<file path="src/shared/bam_defines.svh">
/*
  Register offsets, control field positions, reset values and masks
  for the breakpoint address matcher.
  Assumes inclusion by bare name from the design files.
*/
`ifndef BAM_DEFINES_SVH
`define BAM_DEFINES_SVH
// ----------------------------------------
// Register byte offsets
// ----------------------------------------
`define BAM_OFS_ADDR 4'h0
`define BAM_OFS_CTRL 4'h4
`define BAM_OFS_STAT 4'h8
`define BAM_OFS_MASK 4'hc
// ----------------------------------------
// Control register fields
// ----------------------------------------
`define BAM_CTRL_V 0
`define BAM_CTRL_AS_LO 1
`define BAM_CTRL_AS_HI 9
`define BAM_CTRL_MA_LO 10
`define BAM_CTRL_MA_HI 11
`define BAM_CTRL_NEG 12
`define BAM_CTRL_SIZ_LO 13
`define BAM_CTRL_SIZ_HI 14
`define BAM_CTRL_WIDTH_MASK_EN 15
`define BAM_CTRL_COMPARE_SOURCE_SEL 18
`define BAM_CTRL_WMASK 32'h0004_ffff
// ----------------------------------------
// Reset values and masks
// ----------------------------------------
`define BAM_CTRL_RESET 32'h0000_0000
`define BAM_ADDR_RESET 32'h0000_0000
`define BAM_IRQ_RESET 32'h0000_0000
`define BAM_STAT_HIT 0
`define BAM_IRQ_WMASK 32'h0000_0001
`define BAM_BLK_2K 32'hffff_f800
`define BAM_BLK_8K 32'hffff_e000
`define BAM_BLK_32K 32'hffff_8000
`define BAM_BLK_ALL 32'hffff_ffff
`define BAM_RESP_OKAY 2'h0
`define BAM_RESP_SLVERR 2'h2
`endif

</file>
<file path="src/shared/bam_pkg.sv">
/*
  Types of the breakpoint address matcher: the monitored bus cycle
  and the encodings of the block mask and access width fields.
  Assumes the defines header carries all numeric constants.
*/
package bam_pkg;
  // ----------------------------------------
  // Monitored bus cycle
  // ----------------------------------------
  typedef struct packed {
    logic valid;
    logic [31:0] addr;
    logic [1:0] width_code;
    logic [3:0] function_code;
    logic alt_encoding;
    logic [1:0] transfer_type;
    logic [2:0] transfer_modifier;
  } bam_cycle_t;
  // ----------------------------------------
  // Field encodings
  // ----------------------------------------
  typedef enum logic [1:0] {BAM_MA_FULL, BAM_MA_2K, BAM_MA_8K, BAM_MA_32K} bam_block_t;
  typedef enum logic [1:0] {BAM_SZ_LONG, BAM_SZ_BYTE, BAM_SZ_WORD, BAM_SZ_TRI} bam_width_t;
endpackage

</file>
<file path="src/verilog/bam_matcher.sv">
/*
  Breakpoint address matcher with an AXI4-Lite register slave and a
  sticky, masked interrupt. Watches the internal or external bus.
  Assumes the internal bus is on aclk and the external bus is not.
*/
// Function
// - Size mask off, internal bus, block mask 00: address and width must both equal the programmed ones.
// - Exact width compare only with block mask 00; width codes long,byte,word,three.
// - Width masked, low 00: only access low 00; low 01: all but byte at 00.
// - Width masked, low 10: per overlap table, never at access low 11.
// - Width masked, low 11: per overlap table, any access at 11.
// - With block mask 00, no break unless the cycle touches the programmed byte; width masked low 01 also breaks at access low 10 or 11.
// - Invert match breaks outside the block; other qualifiers unchanged.
// - Invert match ignored when block mask is 00.
// - Block mask ignores address bits 10-0, 12-0 or 14-0.
// - Each set space bit suppresses breaks in that space; all clear ignores space.
// - Function code: bit 8 codes 1xxx, bit 7 code 0111, bit n code n.
// - Alternate encoding: bit 7 acknowledge type 11, bits 6-0 type 00 modifiers.
// - Break output stays low unless the valid bit is set.
// - Width masked, block mask 00: break when accessed bytes overlap the programmed address, and for low 01 on any access at 10 or 11.
// - Source select picks internal or external bus; external masks low bits.
`timescale 1ns/100ps
`include "bam_defines.svh"
module bam_matcher #(
  parameter int AXI_ADDR_W = 4
) (
  input wire logic aclk,
  input wire logic aresetn,
  input wire logic [AXI_ADDR_W-1:0] s_axi_awaddr,
  input wire logic s_axi_awvalid,
  output logic s_axi_awready,
  input wire logic [31:0] s_axi_wdata,
  input wire logic [3:0] s_axi_wstrb,
  input wire logic s_axi_wvalid,
  output logic s_axi_wready,
  output logic [1:0] s_axi_bresp,
  output logic s_axi_bvalid,
  input wire logic s_axi_bready,
  input wire logic [AXI_ADDR_W-1:0] s_axi_araddr,
  input wire logic s_axi_arvalid,
  output logic s_axi_arready,
  output logic [31:0] s_axi_rdata,
  output logic [1:0] s_axi_rresp,
  output logic s_axi_rvalid,
  input wire logic s_axi_rready,
  input wire bam_pkg::bam_cycle_t internal_bus,
  input wire bam_pkg::bam_cycle_t external_bus,
  output logic break_request_out,
  output logic irq_out
);
  // ----------------------------------------
  // Parameter check and helpers
  // ----------------------------------------
  if (AXI_ADDR_W < 4 || AXI_ADDR_W > 32) begin : g_chk
    $error("AXI_ADDR_W must be 4 to 32");
  end
  function automatic logic is_reg(input logic [AXI_ADDR_W-1:0] a, input logic [3:0] ofs);
    return a == AXI_ADDR_W'(ofs);
  endfunction
  function automatic logic [31:0] merge(input logic [31:0] old, input logic [31:0] d,
                                        input logic [3:0] strb);
    logic [31:0] r;
    r = old;
    for (int i = 0; i < 4; i++) begin
      if (strb[i]) begin
        r[i*8 +: 8] = d[i*8 +: 8];
      end
    end
    return r;
  endfunction
  // Overlap table: one bit per width code for programmed and access low bits
  function automatic logic [3:0] overlap(input logic [1:0] p, input logic [1:0] a);
    logic [3:0] r;
    r = 4'h0;
    unique case ({p, a})
      4'h0, 4'h5, 4'h6, 4'h7, 4'ha, 4'hf: r = 4'hf;
      4'h4, 4'h9, 4'he: r = 4'hd;
      4'h8, 4'hd: r = 4'h9;
      4'hc: r = 4'h1;
      default: r = 4'h0;
    endcase
    return r;
  endfunction
  // Address space of a cycle as one bit per space exclude bit
  function automatic logic [8:0] space_of(input bam_pkg::bam_cycle_t c);
    logic [8:0] r;
    r = 9'h000;
    if (c.alt_encoding) begin
      if (c.transfer_type == 2'h3) begin
        r[7] = 1'b1;
      end else if (c.transfer_type == 2'h0 && c.transfer_modifier != 3'h7) begin
        r[c.transfer_modifier] = 1'b1;
      end
    end else if (c.function_code[3]) begin
      r[8] = 1'b1;
    end else begin
      r[c.function_code[2:0]] = 1'b1;
    end
    return r;
  endfunction
  // ----------------------------------------
  // Registers and bus slave state
  // ----------------------------------------
  logic [31:0] break_address_reg, break_control_reg, status_reg, mask_reg;
  logic awready_reg, wready_reg, bvalid_reg, arready_reg, rvalid_reg;
  logic [1:0] bresp_reg, rresp_reg;
  logic [31:0] rdata_reg, wdata_reg;
  logic [3:0] wstrb_reg, ovl_row;
  logic [AXI_ADDR_W-1:0] awaddr_reg;
  logic aw_have_reg, w_have_reg;
  logic aw_take, w_take, ar_take, wr_fire, wr_map, hit;
  logic break_out_reg, irq_reg;
  bam_pkg::bam_cycle_t ext_s1_reg, ext_s2_reg, sel_cyc;
  logic v_bit, neg, width_mask_en, compare_source_sel, excl, addr_in, addr_ok, low_match;
  logic [1:0] ma, siz;
  logic [8:0] as_bits;
  logic [31:0] blk_mask, stat_clr;
  assign aw_take = s_axi_awvalid && awready_reg;
  assign w_take = s_axi_wvalid && wready_reg;
  assign ar_take = s_axi_arvalid && arready_reg;
  assign wr_fire = aw_have_reg && w_have_reg && !bvalid_reg;
  assign wr_map = is_reg(awaddr_reg, `BAM_OFS_ADDR) || is_reg(awaddr_reg, `BAM_OFS_CTRL)
               || is_reg(awaddr_reg, `BAM_OFS_STAT) || is_reg(awaddr_reg, `BAM_OFS_MASK);
  // ----------------------------------------
  // AXI4-Lite write channel
  // ----------------------------------------
  always_ff @(posedge aclk) begin
    if (!aresetn) begin
      awready_reg <= 1'b0;
      wready_reg <= 1'b0;
      aw_have_reg <= 1'b0;
      w_have_reg <= 1'b0;
      bvalid_reg <= 1'b0;
      bresp_reg <= `BAM_RESP_OKAY;
      awaddr_reg <= '0;
      wdata_reg <= 32'h0;
      wstrb_reg <= 4'h0;
    end else begin
      awready_reg <= !aw_have_reg && !aw_take && !bvalid_reg;
      wready_reg <= !w_have_reg && !w_take && !bvalid_reg;
      if (aw_take) begin
        awaddr_reg <= s_axi_awaddr;
        aw_have_reg <= 1'b1;
      end else if (wr_fire) begin
        aw_have_reg <= 1'b0;
      end
      if (w_take) begin
        wdata_reg <= s_axi_wdata;
        wstrb_reg <= s_axi_wstrb;
        w_have_reg <= 1'b1;
      end else if (wr_fire) begin
        w_have_reg <= 1'b0;
      end
      if (wr_fire) begin
        bvalid_reg <= 1'b1;
        bresp_reg <= wr_map ? `BAM_RESP_OKAY : `BAM_RESP_SLVERR;
      end else if (s_axi_bready) begin
        bvalid_reg <= 1'b0;
      end
    end
  end
  // ----------------------------------------
  // AXI4-Lite read channel
  // ----------------------------------------
  always_ff @(posedge aclk) begin
    if (!aresetn) begin
      arready_reg <= 1'b0;
      rvalid_reg <= 1'b0;
      rdata_reg <= 32'h0;
      rresp_reg <= `BAM_RESP_OKAY;
    end else begin
      arready_reg <= !ar_take && !rvalid_reg;
      if (ar_take) begin
        rvalid_reg <= 1'b1;
        rresp_reg <= `BAM_RESP_OKAY;
        if (is_reg(s_axi_araddr, `BAM_OFS_ADDR)) begin
          rdata_reg <= break_address_reg;
        end else if (is_reg(s_axi_araddr, `BAM_OFS_CTRL)) begin
          rdata_reg <= break_control_reg;
        end else if (is_reg(s_axi_araddr, `BAM_OFS_STAT)) begin
          rdata_reg <= status_reg;
        end else if (is_reg(s_axi_araddr, `BAM_OFS_MASK)) begin
          rdata_reg <= mask_reg;
        end else begin
          rdata_reg <= 32'h0;
          rresp_reg <= `BAM_RESP_SLVERR;
        end
      end else if (s_axi_rready) begin
        rvalid_reg <= 1'b0;
      end
    end
  end
  // ----------------------------------------
  // Match, status and interrupt registers
  // ----------------------------------------
  always_ff @(posedge aclk) begin
    if (!aresetn) begin
      break_address_reg <= `BAM_ADDR_RESET;
      break_control_reg <= `BAM_CTRL_RESET;
      mask_reg <= `BAM_IRQ_RESET;
    end else if (wr_fire) begin
      if (is_reg(awaddr_reg, `BAM_OFS_ADDR)) begin
        break_address_reg <= merge(break_address_reg, wdata_reg, wstrb_reg);
      end
      if (is_reg(awaddr_reg, `BAM_OFS_CTRL)) begin
        break_control_reg <= merge(break_control_reg, wdata_reg, wstrb_reg) & `BAM_CTRL_WMASK;
      end
      if (is_reg(awaddr_reg, `BAM_OFS_MASK)) begin
        mask_reg <= merge(mask_reg, wdata_reg, wstrb_reg) & `BAM_IRQ_WMASK;
      end
    end
  end
  assign stat_clr = (wr_fire && is_reg(awaddr_reg, `BAM_OFS_STAT)) ?
                    merge(32'h0, wdata_reg, wstrb_reg) : 32'h0;
  always_ff @(posedge aclk) begin
    if (!aresetn) begin
      status_reg <= `BAM_IRQ_RESET;
      irq_reg <= 1'b0;
    end else begin
      status_reg <= ((status_reg & ~stat_clr) | {31'h0, hit}) & `BAM_IRQ_WMASK;
      irq_reg <= |(status_reg & mask_reg);
    end
  end
  // ----------------------------------------
  // External bus synchroniser
  // ----------------------------------------
  always_ff @(posedge aclk) begin
    if (!aresetn) begin
      ext_s1_reg <= '0;
      ext_s2_reg <= '0;
    end else begin
      ext_s1_reg <= external_bus;
      ext_s2_reg <= ext_s1_reg;
    end
  end
  // ----------------------------------------
  // Match decision
  // ----------------------------------------
  assign v_bit = break_control_reg[`BAM_CTRL_V];
  assign as_bits = break_control_reg[`BAM_CTRL_AS_HI:`BAM_CTRL_AS_LO];
  assign ma = break_control_reg[`BAM_CTRL_MA_HI:`BAM_CTRL_MA_LO];
  assign neg = break_control_reg[`BAM_CTRL_NEG];
  assign siz = break_control_reg[`BAM_CTRL_SIZ_HI:`BAM_CTRL_SIZ_LO];
  assign width_mask_en = break_control_reg[`BAM_CTRL_WIDTH_MASK_EN];
  assign compare_source_sel = break_control_reg[`BAM_CTRL_COMPARE_SOURCE_SEL];
  always_comb begin
    sel_cyc = compare_source_sel ? ext_s2_reg : internal_bus;
    unique case (bam_pkg::bam_block_t'(ma))
      bam_pkg::BAM_MA_2K: blk_mask = `BAM_BLK_2K;
      bam_pkg::BAM_MA_8K: blk_mask = `BAM_BLK_8K;
      bam_pkg::BAM_MA_32K: blk_mask = `BAM_BLK_32K;
      default: blk_mask = `BAM_BLK_ALL;
    endcase
    // overlap on low bits, table, programmed byte touched, or programmed low 01 with access low 10 or 11
    ovl_row = overlap(break_address_reg[1:0], sel_cyc.addr[1:0]);
    low_match = ovl_row[sel_cyc.width_code];
    if (ma != 2'h0) begin
      addr_in = (sel_cyc.addr & blk_mask) == (break_address_reg & blk_mask);
    end else if (width_mask_en || compare_source_sel) begin
      addr_in = (sel_cyc.addr[31:2] == break_address_reg[31:2]) && low_match;
    end else begin
      addr_in = (sel_cyc.addr == break_address_reg) && (sel_cyc.width_code == siz);
    end
    // invert only with a block selected
    addr_ok = (ma != 2'h0 && neg) ? !addr_in : addr_in;
    excl = |(space_of(sel_cyc) & as_bits);
    hit = v_bit && sel_cyc.valid && addr_ok && !excl;
  end
  always_ff @(posedge aclk) begin
    if (!aresetn) begin
      break_out_reg <= 1'b0;
    end else begin
      break_out_reg <= hit;
    end
  end
  assign s_axi_awready = awready_reg;
  assign s_axi_wready = wready_reg;
  assign s_axi_bvalid = bvalid_reg;
  assign s_axi_bresp = bresp_reg;
  assign s_axi_arready = arready_reg;
  assign s_axi_rvalid = rvalid_reg;
  assign s_axi_rdata = rdata_reg;
  assign s_axi_rresp = rresp_reg;
  assign break_request_out = break_out_reg;
  assign irq_out = irq_reg;
endmodule

</file>
<file path="config.mk">
export PLATFORM = sky130hd
export DESIGN_NAME = bam_matcher
export DESIGN_NICKNAME = d
export VERILOG_FILES = /design/src/shared/bam_pkg.sv /design/src/verilog/bam_matcher.sv
export VERILOG_INCLUDE_DIRS = /design/src /design/src/shared
export SDC_FILE = /design/constraint.sdc
export NUM_CORES = 1
export LEC_CHECK = 0
export BUFFER_PORTS_ARGS = -buffer_cell sky130_fd_sc_hd__buf_4
export CAP_MARGIN = 20
export CORE_MARGIN = 1.5
export CORE_UTILIZATION = 40
export CTS_BUF_LIST = sky130_fd_sc_hd__clkbuf_2 sky130_fd_sc_hd__clkbuf_4 sky130_fd_sc_hd__clkbuf_8
export DETAILED_ROUTE_END_ITERATION = 10
export PLACE_DENSITY = 0.67
export SLEW_MARGIN = 20
export SYNTH_ARGS = -nofsm -noshare
export SYNTH_HDL_FRONTEND = slang
export SYNTH_SLANG_ARGS = --single-unit
export TNS_END_PERCENT = 20
</file>
<file path="constraint.sdc">
create_clock -name aclk -period 4.6 [get_ports aclk]
set_clock_uncertainty 0.05 [all_clocks]
set_input_delay 0.46 -clock aclk [delete_from_list [all_inputs] [get_ports aclk]]
set_output_delay 0.46 -clock aclk [all_outputs]
set_load 0.005 [all_outputs]
</file>
==> results.cfg, run 1 <==
[clock_tree]
worstSkewPairLatency_ns = 0.53
path_clk_slew_ns = 0.07
clockBufferDepth = 3
cts_setup_buffers = 0
cts_tree = done
cts-root-buf = clkbuf_8
cts_buffers = 38
clock_sinks = 224
cts_resized = 0
cts_hold_buf = 0
cts_max_level = 2

[route]
via_per_inst = 4.98
dr_total_vias = 6917
drcViolationCount = 0
first_pass_iters = 4
drtIter0Drc = 346
wl_um = 22400
final_antenna_net_count = 0
avgRoutedWirePerCell_um = 16.1

[timing]
fmax_ghz = 0.296
relSlewSlack = 0.319
setup_tns_ns = 0
hold_viol = 0
finalWorstSetupSlack_ns = 1.22
tightestPinTransition_ns = 1.02
min_period_ns = 3.38
rsz0062_at_grt = false
post-route-period-util = 0.734
setup_viol = 0
drv_slew = 0

[setup_path]
critPathLaunchType = register
cp.required_ns = 5.00
worstPathMaxFanout = 36
crit_path_frequent_cell = or4_1
path_cells = buf_4, mux2i_1, xnor2_1, nor4_1, nor3_1, or4_1, or4_1, nand3_1
critPathBufInv = 1
cp_top_family = simple AND/OR/NAND/NOR gates
slowest_stage = dfxtp_2
critPathKind = reg -> reg
cp.arrival_ns = 3.78
max_stage_delay_ns = 1.00
cp-end-kind = register

[placed_design]
dp.cells = 1322
dp.final_hpwl_um = 16000
port-buffer-count = 181
gp_congestion = 0.893
pre_cts_ws_ns = 1.25

[global_routing]
grt_start_max_net_pins = 112
grt_overflow = 0
grt_pass1_wl_um = 35600
grt_pass1_vias = 6766
grtUsageTotal = 0.192
antenna_found_initial = 0

[status]
outcome = finished clean

[run]
maxCapViolations = 0

[logic_synthesis]
synth.yosys.warnings = 0
synth_top_area_share = 0.506
async_reset_ff_frac = 0
synthTopCellsByArea = dfxtp_1, a21boi_0, and2_1, mux2i_1, nand2_1
ys.flop_type = dfxtp_1
synth_enable_flop_cells = 0
yosysTopAreaCell = dfxtp_1
netlist_instances = 910
syn_area_per_cell_um2 = 9.73
ys_seq_elements = 224
ys_types = 53
synthesis.area_um2 = 8860
ys_seq_area_frac = 0.506

[floorplan]
die-area_um2 = 23000
initial_utilization = 0.407
rows = 54
die_h_um = 152
ios = 184
coreArea_um2 = 21800
die_x_um = 152

[cells_and_area]
drive_above_1_share = 0.247
diodes = 0
layout.cells.non_filler = 1390
layout.nets = 1228
multi_input_area_um2 = 4120
regArea_um2 = 4490
num-fill-cells = 2089
area_delta_synth_final_pct = 27.5

[power_and_ir_drop]
p_per_area_nw_per_um2 = 388
leakage_uw = 0.00448
ir_drop_v = 0.000239

[min_path]
hold_path.class = in -> reg
==> where the power goes <==
group	switching (uW)	internal, uW
clock	788	1240
combinational	138	174
sequential	37.9	2010
==> worst register-to-register path: cells and delay by family, from the launching register on <==
kind | cells | cell delay [ns]
XOR/XNOR | 1 | 0.11
flip-flops | 1 | 1.00
AND/OR/NAND/NOR | 5 | 1.25
buffers and inverters | 1 | 0.49
multiplexers | 1 | 0.40
==> cell type report <==
class                      instances  area share
sequential                       224       0.397
tap                              280      0.0310
clock buffer                      57      0.0645
timing repair buffer             189       0.126
clock inverter                    11      0.0144
multi-input combinational        621       0.365
inverter                           8     0.00266
==> cells in the final DEF, fill, tap and decap left out, drive strengths merged, types with 20 or more instances in the layout <==
cell    count
nand3      41
and2       93
xnor2      30
nor2b      21
dfxtp     224
mux2i      58
nor2       20
nor3b      21
clkbuf     57
a21boi     78
buf       189
nand2     130
==> through the flow <==
| stage | hold slack [ns] | total power, uW | util | instance area, um^2 |
|---|---|---|---|---|
| final | 0.0935 | 4390 | 0.519 | 11300 |
| after global routing | 0.0682 | 4580 | 0.519 | 11300 |
| after CTS | 0.0614 | 4440 | 0.519 | 11300 |
| after detailed placement | 0.368 | 2400 | 0.478 | 10400 |
| after global placement | 0.366 | 2400 | 0.478 | 10400 |
| after floorplan | 0.362 | 2240 | - | 8860 |
==> Yosys cell counts, types with 4 or more instances <==
cell type and count:
mux2i_1 58, nor2_1 20, nor3b_1 20, xnor2_1 30
clkbuf_1 45, and2_1 93, a21oi_1 5, a21boi_0 78
buf_1 4, nor4_1 9, xor2_1 4, nor2b_1 21
mux2_2 6, nor3_1 6, nand2b_1 5, nand3_1 41
nand2_1 130, dfxtp_1 224, inv_1 8, a211oi_1 6
ha_1 5, a22o_1 15, nand4_1 4, o21ai_0 7
a221oi_1 17
==> kinds of logic after synthesis <==
kind of cell | count (synthesis) | share of synthesized area
AO/OA/AOI/OAI | 144 | 0.124
XOR/XNOR | 34 | 0.0336
adder cells (fa/ha/maj) | 5 | 0.00706
buffers and inverters | 66 | 0.0322
flip-flops | 224 | 0.506
multiplexers | 65 | 0.0757
other | 1 | 0.000423
AND/OR/NAND/NOR | 371 | 0.221
==> worst paths after layout <==
path                                      startpoint                   endpoint  slack [ns]  cells past startpoint
setup / recovery  break_control_reg[18]$_SDFFE_PN0P_   status_reg[0]$_SDFF_PN0_        1.22                      8
hold reg to reg             ext_s1_reg[2]$_SDFF_PN0_   ext_s2_reg[2]$_SDFF_PN0_        0.38                      1
setup reg to reg  break_control_reg[18]$_SDFFE_PN0P_   status_reg[0]$_SDFF_PN0_        1.22                      8
hold / removal                      external_bus[35]  ext_s1_reg[35]$_SDFF_PN0_        0.09                      2
==> per-layer routing <==
layer | up-vias | track usage | part of all wire
met5 | - | 0 | 0
li1 | 3461 | - | -
met3 | 40 | 0.0405 | 0.069
met4 | 0 | 0.0693 | 0.022
met1 | 3178 | 0.270 | 0.47
met2 | 238 | 0.292 | 0.44
Note: power is estimated with default switching activity, not from simulation.
==> inputs of run 2 (changes only) <==
clock period = 3.5 ns   (was 4.6 ns; I/O delays follow)
==> results.cfg, run 2 (same netlist as run 1, synthesis figures left out) <==
[global_routing]
grt_overflow = 0
grt_pass1_vias = 6960
grtUsageTotal = 0.199
grt_pass1_wl_um = 36800
antenna_found_initial = 0
grt_start_max_net_pins = 146

[setup_path]
critPathLaunchType = register
cp-end-kind = register
cp.required_ns = 3.91
cp.arrival_ns = 3.55
critPathKind = reg -> reg
worstPathMaxFanout = 26

[cells_and_area]
layout.nets = 1277
diodes = 0
regArea_um2 = 4490
drive_above_1_share = 0.237
multi_input_area_um2 = 4110
area_delta_synth_final_pct = 31.9
num-fill-cells = 2010
layout_common_cells = dfxtp_1, buf_4, nand2_1, and2_1, a21boi_0
postLayoutCoreUtil = 0.537
layout_commonest_cell = dfxtp_1

[timing]
fmax_ghz = 0.318
post-route-period-util = 0.898
setup_tns_ns = 0
drv_slew = 0
min_period_ns = 3.14
relSlewSlack = 0.351
whs_ns = 0.0231
setup_viol = 0
hold_viol = 0
tightestPinTransition_ns = 0.971
rsz0062_at_grt = false

[run]
maxCapViolations = 0

[route]
dr_total_vias = 7124
via_per_inst = 4.97
avgRoutedWirePerCell_um = 16.1
drtIter0Drc = 394
first_pass_iters = 5
drcViolationCount = 0
wl_um = 23100
final_antenna_net_count = 0

[clock_tree]
cts_max_level = 2
cts_resized = 0
clock_sinks = 224
clockBufferDepth = 3
cts-root-buf = clkbuf_8
cts_buffers = 37
worstSkewPairLatency_ns = 0.53
path_clk_slew_ns = 0.06
cts_tree = done
cts_setup_buffers = 0

[placed_design]
port-buffer-count = 181
dp.final_hpwl_um = 16200
gp_congestion = 0.845

[floorplan]
rows = 54
initial_utilization = 0.407
die_x_um = 152
die-area_um2 = 23000
ios = 184
coreArea_um2 = 21800
die_h_um = 152

[power_and_ir_drop]
ir_drop_v = 0.000298
p_total_uw = 5510
leakage_uw = 0.00464
p_per_area_nw_per_um2 = 472

[status]
outcome = finished clean

[min_path]
hold_path.class = in -> reg
## run 2: metal layers
layer	global-route usage	vias to the layer above	routed length, um
li1	-	3566	-
met1	0.272	3288	10800
met2	0.312	230	10500
met3	0.0359	40	1330
met5	0	-	0
met4	0.0763	0	560
## run 2: report_power, final
group	total, uW	switching, uW	internal [uW]
Clock	2360	1000	1360
Combinational	454	192	263
Sequential	2690	49.9	2640
Total	5510	1240	4270
## run 2: cell type report
| class | instances | area share |
|---|---|---|
| flip-flops and latches | 224 | 0.384 |
| well taps | 280 | 0.0300 |
| repair buffers | 239 | 0.165 |
| multi-input cells | 621 | 0.352 |
| clock buffers | 55 | 0.0605 |
| clock inverters | 7 | 0.00589 |
| inverters | 8 | 0.00257 |
## run 2: what timing repair did
action	4_1_cts	5_1_grt
hold buffers	44	0
hold endpoints to repair	44	0
endpoints found under the setup margin	0	0
## run 2: path summary, 6_finish.rpt
path | start | endpoint | slack [ns] | depth (start not counted)
setup / recovery | break_control_reg[18]$_SDFFE_PN0P_ | status_reg[0]$_SDFF_PN0_ | 0.36 | 9
hold / removal | external_bus[43] | ext_s1_reg[43]$_SDFF_PN0_ | 0.02 | 2
setup reg to reg | break_control_reg[18]$_SDFFE_PN0P_ | status_reg[0]$_SDFF_PN0_ | 0.36 | 9
hold reg to reg | ext_s1_reg[35]$_SDFF_PN0_ | ext_s2_reg[35]$_SDFF_PN0_ | 0.38 | 1
## run 2: metrics by stage
stage | setup slack (ns) | std cells | instance area (um^2)
2_1_floorplan | 0.961 | 911 | 8860
3_3_place_gp | 0.486 | 1328 | 10500
3_5_place_dp | 0.408 | 1328 | 10500
4_1_cts | 0.389 | 1434 | 11700
5_1_grt | 0.115 | 1434 | 11700
6_report | 0.358 | 1434 | 11700
## run 2: worst max-delay path: stages (launching register included)
cell and delay, ns:
dfxtp_2 0.85, mux2i_1 0.46, ha_1 0.24, inv_1 0.05, ha_1 0.27, nor2_1 0.04, a2111oi_0 0.39, a311oi_1 0.10
or4_1 0.51, nand3_1 0.09
